<file path="src/shared/srhier_defs.vh">
// Constants for the status reporting hierarchy: field positions, widths,
// reset values and access selectors of the documented register parts.
// Included by bare name from the rtl files; definitions only.
`ifndef SRHIER_DEFS_VH
`define SRHIER_DEFS_VH

// Widths
`define SRH_PART_W 16
`define SRH_SB_W 8

// Status byte bit positions
`define SRH_SB_ERRQ 2
`define SRH_SB_QUES 3
`define SRH_SB_MSG 4
`define SRH_SB_STDE 5
`define SRH_SB_MSTR 6
`define SRH_SB_OPER 7

// Always-zero top bit of a 16-bit part
`define SRH_PART_MSB 15

// Reset values
`define SRH_RST_PART 16'h0000
`define SRH_RST_BYTE 8'h00

// Part selectors of a five-part status register
`define SRH_SEL_COND 3'h0
`define SRH_SEL_RISE 3'h1
`define SRH_SEL_FALL 3'h2
`define SRH_SEL_EVNT 3'h3
`define SRH_SEL_ENAB 3'h4

// Register selectors for the part accesses
`define SRH_REG_OPER 2'h0
`define SRH_REG_QUES 2'h1
`define SRH_REG_STDE 2'h2

`endif

</file>
<file path="src/rtl/srhier_part_reg.v">
// One five-part 16-bit status register: condition, rising and falling
// edge filters, clear-on-read event latch, enable mask and sum bit.
// Assumes condition inputs are already in the clk_sys_i domain.
`timescale 1ns/10ps
`include "srhier_defs.vh"

module srhier_part_reg #(
    parameter W = 16
)(
    input wire clk_sys_i,
    input wire srst_i,
    input wire [W-1:0] cond_i,
    input wire [2:0] sel_i,
    input wire wr_i,
    input wire rd_i,
    input wire [W-1:0] wdata_i,
    output reg [W-1:0] rdata_o,
    output wire sum_o
);

    // ---------------------------------------------------------------
    // Storage
    // ---------------------------------------------------------------
    reg [W-1:0] cond_r;
    reg [W-1:0] rise_r;
    reg [W-1:0] fall_r;
    reg [W-1:0] evnt_r;
    reg [W-1:0] enab_r;
    wire [W-1:0] cond_m;
    wire [W-1:0] hit;
    wire [W-1:0] topmask;

    // Top bit forced low in every part
    assign topmask = {1'b0, {(W-1){1'b1}}};
    assign cond_m = cond_i & topmask;

    // Filtered transitions of the condition part
    assign hit = ((cond_m & ~cond_r) & rise_r)
        | ((~cond_m & cond_r) & fall_r);

    // Condition tracks inputs; writes never reach it
    always @(posedge clk_sys_i)
    begin
        if (srst_i)
            cond_r <= `SRH_RST_PART;
        else
            cond_r <= cond_m;
    end

    // Filter and enable parts, written only by software
    always @(posedge clk_sys_i)
    begin
        if (srst_i)
        begin
            rise_r <= `SRH_RST_PART;
            fall_r <= `SRH_RST_PART;
            enab_r <= `SRH_RST_PART;
        end
        else if (wr_i)
        begin
            if (sel_i == `SRH_SEL_RISE)
                rise_r <= wdata_i & topmask;
            if (sel_i == `SRH_SEL_FALL)
                fall_r <= wdata_i & topmask;
            if (sel_i == `SRH_SEL_ENAB)
                enab_r <= wdata_i & topmask;
        end
    end

    // Event latch: a transition in the read cycle beats the clear
    always @(posedge clk_sys_i)
    begin
        if (srst_i)
            evnt_r <= `SRH_RST_PART;
        else if (rd_i && sel_i == `SRH_SEL_EVNT)
            evnt_r <= hit;
        else
            evnt_r <= evnt_r | hit;
    end

    // Registered read data; reads only alter the event part
    always @(posedge clk_sys_i)
    begin
        if (srst_i)
            rdata_o <= `SRH_RST_PART;
        else if (rd_i)
        begin
            case (sel_i)
                `SRH_SEL_COND: rdata_o <= cond_r;
                `SRH_SEL_RISE: rdata_o <= rise_r;
                `SRH_SEL_FALL: rdata_o <= fall_r;
                `SRH_SEL_EVNT: rdata_o <= evnt_r;
                `SRH_SEL_ENAB: rdata_o <= enab_r;
                default: rdata_o <= `SRH_RST_PART;
            endcase
        end
    end

    // Sum bit feeds the next higher level
    assign sum_o = |(evnt_r & enab_r);

endmodule // srhier_part_reg

</file>
<file path="src/rtl/srhier_top.v">
// Status reporting hierarchy: operation, questionable and standard event
// registers summed into the status byte, service request and individual
// status flag.
// Assumes the command decoder runs on clk_sys_i; status pins may be async.
`timescale 1ns/10ps
`include "srhier_defs.vh"

module srhier_top #(
    parameter PW = 16,
    parameter BW = 8
)(
    input wire clk_sys_i,
    input wire srst_i,
    // Hardware condition inputs, asynchronous to clk_sys_i
    input wire [PW-1:0] oper_cond_i,
    input wire [PW-1:0] ques_cond_i,
    input wire [PW-1:0] stde_cond_i,
    input wire errq_not_empty_i,
    input wire errq_push_i,
    input wire msg_avail_i,
    // Part access from command decoder
    input wire [1:0] part_reg_i,
    input wire [2:0] part_sel_i,
    input wire part_wr_i,
    input wire part_rd_i,
    input wire [PW-1:0] part_wdata_i,
    output reg [PW-1:0] part_rdata_o,
    // Common commands and polls
    input wire sbyte_query_i,
    input wire serial_poll_i,
    input wire srm_wr_i,
    input wire srm_query_i,
    input wire ppoll_en_wr_i,
    input wire ppoll_en_query_i,
    input wire [BW-1:0] byte_wdata_i,
    output reg [BW-1:0] byte_rdata_o,
    // Bus side status
    output reg srq_o,
    output reg indiv_flag_o,
    output wire [BW-1:0] summary_status_byte_o
);

    // ---------------------------------------------------------------
    // Input synchronisers
    // ---------------------------------------------------------------
    localparam SYW = 3 * PW + 2;
    reg [SYW-1:0] sync1_r;
    reg [SYW-1:0] sync2_r;
    reg push1_r;
    reg push2_r;
    reg push3_r;
    wire [PW-1:0] oper_c;
    wire [PW-1:0] ques_c;
    wire [PW-1:0] stde_c;
    wire errq_c;
    wire msg_c;
    wire push_p;

    // Two stages before any logic reads the pins
    always @(posedge clk_sys_i)
    begin
        if (srst_i)
        begin
            sync1_r <= {SYW{1'b0}};
            sync2_r <= {SYW{1'b0}};
            push1_r <= 1'b0;
            push2_r <= 1'b0;
            push3_r <= 1'b0;
        end
        else
        begin
            sync1_r <= {oper_cond_i, ques_cond_i, stde_cond_i,
                errq_not_empty_i, msg_avail_i};
            sync2_r <= sync1_r;
            push1_r <= errq_push_i;
            push2_r <= push1_r;
            push3_r <= push2_r;
        end
    end

    assign oper_c = sync2_r[SYW-1 -: PW];
    assign ques_c = sync2_r[SYW-1-PW -: PW];
    assign stde_c = sync2_r[PW+1 -: PW];
    assign errq_c = sync2_r[1];
    assign msg_c = sync2_r[0];
    // Edge found on second and third stage only
    assign push_p = push2_r & ~push3_r;

    // ---------------------------------------------------------------
    // Lower status registers
    // ---------------------------------------------------------------
    wire [PW-1:0] oper_rd;
    wire [PW-1:0] ques_rd;
    wire [PW-1:0] stde_rd;
    wire oper_sum;
    wire ques_sum;
    wire stde_sum;
    wire [2:0] reg_wr;
    wire [2:0] reg_rd;

    // Steer the part access to one register
    assign reg_wr[0] = part_wr_i && part_reg_i == `SRH_REG_OPER;
    assign reg_wr[1] = part_wr_i && part_reg_i == `SRH_REG_QUES;
    assign reg_wr[2] = part_wr_i && part_reg_i == `SRH_REG_STDE;
    assign reg_rd[0] = part_rd_i && part_reg_i == `SRH_REG_OPER;
    assign reg_rd[1] = part_rd_i && part_reg_i == `SRH_REG_QUES;
    assign reg_rd[2] = part_rd_i && part_reg_i == `SRH_REG_STDE;

    srhier_part_reg #(
        .W(PW)
    ) u_oper (
        .clk_sys_i(clk_sys_i),
        .srst_i(srst_i),
        .cond_i(oper_c),
        .sel_i(part_sel_i),
        .wr_i(reg_wr[0]),
        .rd_i(reg_rd[0]),
        .wdata_i(part_wdata_i),
        .rdata_o(oper_rd),
        .sum_o(oper_sum)
    );

    srhier_part_reg #(
        .W(PW)
    ) u_ques (
        .clk_sys_i(clk_sys_i),
        .srst_i(srst_i),
        .cond_i(ques_c),
        .sel_i(part_sel_i),
        .wr_i(reg_wr[1]),
        .rd_i(reg_rd[1]),
        .wdata_i(part_wdata_i),
        .rdata_o(ques_rd),
        .sum_o(ques_sum)
    );

    // Standard event register, enable acts as its enable mask
    srhier_part_reg #(
        .W(PW)
    ) u_stde (
        .clk_sys_i(clk_sys_i),
        .srst_i(srst_i),
        .cond_i(stde_c),
        .sel_i(part_sel_i),
        .wr_i(reg_wr[2]),
        .rd_i(reg_rd[2]),
        .wdata_i(part_wdata_i),
        .rdata_o(stde_rd),
        .sum_o(stde_sum)
    );

    // Return data of the register that was read last cycle
    reg [1:0] rd_reg_r;
    always @(posedge clk_sys_i)
    begin
        if (srst_i)
            rd_reg_r <= `SRH_REG_OPER;
        else if (part_rd_i)
            rd_reg_r <= part_reg_i;
    end

    always @*
    begin
        case (rd_reg_r)
            `SRH_REG_OPER: part_rdata_o = oper_rd;
            `SRH_REG_QUES: part_rdata_o = ques_rd;
            `SRH_REG_STDE: part_rdata_o = stde_rd;
            default: part_rdata_o = {PW{1'b0}};
        endcase
    end

    // ---------------------------------------------------------------
    // Status byte and masks
    // ---------------------------------------------------------------
    reg [BW-1:0] srm_r;
    reg [BW-1:0] ppoll_en_r;
    reg [BW-1:0] sbyte_r;
    wire [BW-1:0] sbyte_low;
    wire [BW-1:0] srm_eff;
    wire mstr_sum;
    wire [BW-1:0] sbyte_nxt;

    // Condition-like byte built from the lower sums and the queue and message bits
    assign sbyte_low = {oper_sum,
        1'b0,
        stde_sum,
        msg_c,
        ques_sum,
        errq_c,
        2'b00};

    // Mask bit 6 never counts toward the request
    assign srm_eff = srm_r & ~(8'h40);
    assign mstr_sum = |(sbyte_low & srm_eff);
    assign sbyte_nxt = sbyte_low | {1'b0, mstr_sum, 6'h00};

    // Request and poll enable masks
    always @(posedge clk_sys_i)
    begin
        if (srst_i)
        begin
            srm_r <= `SRH_RST_BYTE;
            ppoll_en_r <= `SRH_RST_BYTE;
        end
        else
        begin
            if (srm_wr_i)
                srm_r <= byte_wdata_i;
            if (ppoll_en_wr_i)
                ppoll_en_r <= byte_wdata_i;
        end
    end

    // Registered status byte; also the rise reference
    always @(posedge clk_sys_i)
    begin
        if (srst_i)
            sbyte_r <= `SRH_RST_BYTE;
        else
            sbyte_r <= sbyte_nxt;
    end

    assign summary_status_byte_o = sbyte_r;

    // ---------------------------------------------------------------
    // Service request and individual status flag
    // ---------------------------------------------------------------
    wire [BW-1:0] rise;
    wire req_ev;
    assign rise = sbyte_nxt & ~sbyte_r & srm_eff;
    // Each new queue entry requests again even when bit 2 stays set
    assign req_ev = (|rise) | (push_p & srm_eff[`SRH_SB_ERRQ]);

    // Request held until polled or no enabled status bit remains set
    always @(posedge clk_sys_i)
    begin
        if (srst_i)
            srq_o <= 1'b0;
        else if (req_ev)
            srq_o <= 1'b1;
        else if (serial_poll_i || !mstr_sum)
            srq_o <= 1'b0;
    end

    // Flag uses all bits including bit 6
    always @(posedge clk_sys_i)
    begin
        if (srst_i)
            indiv_flag_o <= 1'b0;
        else
            indiv_flag_o <= |(sbyte_nxt & ppoll_en_r);
    end

    // ---------------------------------------------------------------
    // Byte query answers
    // ---------------------------------------------------------------
    always @(posedge clk_sys_i)
    begin
        if (srst_i)
            byte_rdata_o <= `SRH_RST_BYTE;
        else if (sbyte_query_i || serial_poll_i)
            byte_rdata_o <= sbyte_r;
        else if (srm_query_i)
            byte_rdata_o <= srm_r;
        else if (ppoll_en_query_i)
            byte_rdata_o <= ppoll_en_r;
    end

endmodule // srhier_top

</file>
<file path="config.mk">
export PLATFORM = sky130hd
export DESIGN_NAME = srhier_top
export DESIGN_NICKNAME = d
export VERILOG_FILES = /design/src/rtl/srhier_part_reg.v /design/src/rtl/srhier_top.v
export VERILOG_INCLUDE_DIRS = /design/src /design/src/shared
export SDC_FILE = /design/constraint.sdc
export NUM_CORES = 1
export LEC_CHECK = 0
export ABC_AREA = 1
export ABC_CLOCK_PERIOD_IN_PS = 1200
export BUFFER_PORTS_ARGS = -buffer_cell sky130_fd_sc_hd__buf_2
export CORE_MARGIN = 2
export CORE_UTILIZATION = 54
export DETAILED_ROUTE_END_ITERATION = 10
export MAX_ROUTING_LAYER = met4
export PLACE_DENSITY = 0.85
export SETUP_SLACK_MARGIN = 0.05
export SYNTH_ARGS = -nofsm -noshare
export SYNTH_HDL_FRONTEND = slang
export SYNTH_HIERARCHICAL = 1
export SYNTH_SLANG_ARGS = --single-unit
</file>
<file path="constraint.sdc">
create_clock -name clk_sys_i -period 1.2 [get_ports clk_sys_i]
set_input_delay 0 -clock clk_sys_i [delete_from_list [all_inputs] [get_ports clk_sys_i]]
set_output_delay 0 -clock clk_sys_i [all_outputs]
set_load 0.1 [all_outputs]
</file>
# ---- Word-level counts from Yosys, hierarchy flattened
# Index checks and enable logic that the tools add are counted.
dict set report classes {
  n_eq_ne 8
  n_mux 12
  bitwise 37
  reduce_logical 32
}
# operator n
set op_table {}
lappend op_table {{one-hot mux 16 bit (5 select lines)} 3}
lappend op_table {{bitwise AND 16 x 15 -> 16 bit} 9}
lappend op_table {{bitwise OR 16 bit} 6}
lappend op_table {{bitwise AND 15 x 16 -> 16 bit} 3}
lappend op_table {{bitwise AND 16 bit} 3}
lappend op_table {{2-to-1 mux 16 bit} 3}
lappend op_table {{NOT 15 -> 16 bit} 3}
lappend op_table {{NOT 16 bit} 3}
lappend op_table {{one-hot mux 16 bit (3 select lines)} 1}
lappend op_table {{OR reduction 16 bit} 3}
lappend op_table {{bitwise AND 8 bit} 4}
lappend op_table {{2-to-1 mux 8 bit} 3}
lappend op_table {{OR reduction 8 bit} 3}
lappend op_table {{AND reduction 2 bit} 9}
lappend op_table {{logical AND 1 bit} 9}
lappend op_table {{NOT 8 bit} 1}
lappend op_table {{bitwise OR 8 x 7 -> 8 bit} 1}
lappend op_table {{equality test 3 x 2 -> 1 bit, second input constant} 2}
lappend op_table {{equality test 2 x 1 -> 1 bit, second input constant} 2}
lappend op_table {{equality test 2 bit, second input constant} 2}
lappend op_table {{logical NOT 2 bit} 2}
lappend op_table {{equality test 3 x 1 -> 1 bit, second input constant} 1}
lappend op_table {{equality test 3 bit, second input constant} 1}
lappend op_table {{logical NOT 3 bit} 1}
lappend op_table {{other kinds (8)} 11}
dict set report totals {
  regBits 416
  inputBits 90
  out_inout_bits 34
  word_cells 122
}

# ---- Depth between registers and ports, before layout
dict set report logic_depth {
  word_depth 10
  mapped_depth 10
  mapped_depth_nobuf 10
}

# ---- Hierarchy
# Netlist, hierarchy kept.
# module instances cells_each area_per_inst_um2 seq_area_each_um2
set by_module_without_submodules {}
lappend by_module_without_submodules {srhier_part_reg 3 546 4144.0 1821.7}
lappend by_module_without_submodules {srhier_top 1 618 4828.4 2742.6}

# ---- Worst setup path before layout
# Ideal clock, no wire load.
dict set report synth_timing {
  kind {register to output}
  startpoint {register rd_reg_r[0]}
  endpoint {output part_rdata_o[9]}
  t_arrival_ns 1.580
  required_time_ns 1.200
  slack_ns -0.380
  stages_incl_launch_ff 5
  path_buffers 2
  path_cell_list {dfxtp_1 -> buf_4 -> clkbuf_1 -> nand3_1 -> nand3_1}
}
dict set report synth_between {
  elab_chain_len 2
  elab_cells_between_ends 4
  classes_between {2 x eq/ne; 1 x mux; 1 x reduce/logical}
}
# item line
set synth_lines {}
lappend synth_lines {{from (decl)} srhier_top.v:153} ;# reg [1:0] rd_reg_r;
lappend synth_lines {{from (signal assigned)} srhier_top.v:157} ;# rd_reg_r <= `SRH_REG_OPER;
lappend synth_lines {{from (signal assigned)} srhier_top.v:159} ;# rd_reg_r <= part_reg_i;
lappend synth_lines {{equality test 2 bit, or another cell as far along} srhier_top.v:164} ;# case (rd_reg_r)
lappend synth_lines {{one-hot mux 16 bit (3 select lines) *} srhier_top.v:164}
lappend synth_lines {{to (decl)} srhier_top.v:27} ;# output reg [PW-1:0] part_rdata_o,
# Every way passes the cells marked *; elsewhere a longest branch is shown, timed or not.

# ---- Worst setup path after layout
dict set report layout_timing {
  startpoint {register rd_reg_r[1]}
  endpoint {output part_rdata_o[7]}
}
# The elaborated chain is that of the path after synthesis.

==> flow_summary.ini <==
[finish]
final_nets = 2661
area_delta_synth_final_pct = 31.7
final_common_cell = dfxtp_1
final_cell_mix = dfxtp_1 (378), nand2_1 (337), nand3_1 (273)
fin_util_pct = 71.7
antenna_cells = 0
fill_cells = 2330
drive_gt1_share_pct = 22.1
fin_area_sq_um = 22500

[route]
drt_wl_total_um = 54100
drc_errors = 0
top_layer = met4
ant_nets = 0
post_drt_wl_per_cell_um = 18.0
num_vias = 17300
vias_per_cell = 5.76
dr.pass1.iters = 5
drt_iter0_drc = 2043
met1_length_um = 21600
wl_met2_um = 25300
routed-wl-met3_um = 4670

[floorplan]
coreArea_sq_um = 31400
die_y_um = 182
rows = 65
start_util_pct = 54.5
ioPinCount = 124
dieArea_sq_um = 33100
die_w_um = 182

[power]
power_density_nw_per_um2 = 1300
leakagePower_uw = 0.00965
ir_drop_v = 0.00115

[sta]
finalCritPeriodShare_pct = 138
rsz0062_at_grt = yes
setup_slack_ns = -0.454
finalHoldViolations = 1
clock.fmax_mhz = 604
drv_slew = 0
finalSetupViolations = 19
setup_tns_ns = -7.23
fin_crit_ns = 1.65
finalClockSkew_ns = 0.0139
hold_slack_ns = -0.0391

[worst_setup_path]
regToRegEndpoint = indiv_flag_o
crit_end = part_rdata_o[7]
r2r_start = u_oper/evnt_r[2]
worstSetupPathType = flop to primary output
cp-end-kind = primary output
crit_fanout = 8
arrival_ns = 1.65
cp.required_ns = 1.20
worstSetupStartpointType = flop
r2r_slack_ns = -0.31
crit_start = rd_reg_r[1]
r2r_cells = 10

[clock_tree]
htree_levels = 2
clk_latency_ns = 0.54
cts_tree = yes
clkTransAtPathRegs_ns = 0.06
clk_path_buf_depth = 3
cts_sinks = 404
root_buffer = clkbuf_16
cts_made_buffers = 43

[job]
drv_cap = 0

[synth]
syn_inst = 2238
yosysWarnings = 6
syn_avg_cell_area_sq_um = 7.64
synthesis.area_sq_um = 17100

[placement]
gp_congestion = 0.927
placed_cell_area_sq_um = 19800
dp.final_hpwl_um = 35300
post-place-ws_ns = -0.314
portBuffers = 117

[min_path]
min_path_type = input port to flop

[global_routing]
gr-total-overflow = 0
grt_max_degree = 68
track_usage_pct = 33.0
grt_pass1_vias = 16300
grt_pass1_wl_um = 84900
antenna_found_initial = 0

[status]
outcome = finished, violations left
violations = hold timing, setup timing
## final cells by class
cell class	instances	area, sq um	share of cell area [%]
Tap cell	402	503	2.23
Clock buffer	62	1200	5.32
Inverter	247	948	4.21
Timing Repair Buffer	442	4060	18.0
Timing Repair inverter	1	7.51	0.0333
Clock inverter	14	134	0.594
Multi-Input combinational cell	1432	7550	33.5
Sequential cell	404	8130	36.1
## sequential cells by signal, indices dropped and copies added (netlist names), 16 cells and up
name and cells:
sync1_r 47, sync2_r 47, u_oper/rdata_o 16, u_ques/rdata_o 16
u_stde/rdata_o 16
## timing repair
action / 4_1_cts / 5_1_grt
endpoints found under the hold margin: 232 / 11
endpoints found under the setup margin: 38 / 107
cloned: 1 / 0
hold buffers: 107 / 3
pin swaps: 4 / 22
setup buffers: 0 / 2
gates resized for setup: 57 / 50
## worst min path at each step
stage / start / to / slack (ns) / cells past startpoint
after floorplan: errq_push_i / push1_r / 0.11 / 2
after global placement: ques_cond_i[8] / sync1_r[26] / 0.20 / 3
after detailed placement: ques_cond_i[5] / sync1_r[23] / 0.21 / 3
after CTS: part_reg_i[0] / rd_reg_r[0] / -0.19 / 3
after global routing: part_reg_i[1] / u_ques/rdata_o[4] / -0.01 / 5
final: part_reg_i[1] / u_ques/rdata_o[4] / -0.04 / 5
## critical path, cell delays in order, from the launching register on
cell and delay [ns]:
dfxtp_4 0.41, clkinvlp_4 0.21, nand3_1 0.19, nand3_4 0.11, buf_12 0.18
## layer usage
metal / global-route usage [%] / up-vias
li1: - / 8078
met5: - / -
met2: 52.7 / 934
met3: 5.60 / 186
met1: 40.8 / 8099
met4: 15.6 / 0
## power breakdown
group / total [uW] / switching, uW / internal (uW)
Combinational: 2570 / 1630 / 942
Sequential: 13900 / 159 / 13700
Clock: 12800 / 5390 / 7370
## through the flow
step,cells,total power [uW]
final,3004,29200
after global placement,2818,16300
after CTS,3002,29200
after global routing,3004,30100
after detailed placement,2818,16300
after floorplan,2239,15400
No activity file was read; power rests on OpenSTA's default activity.
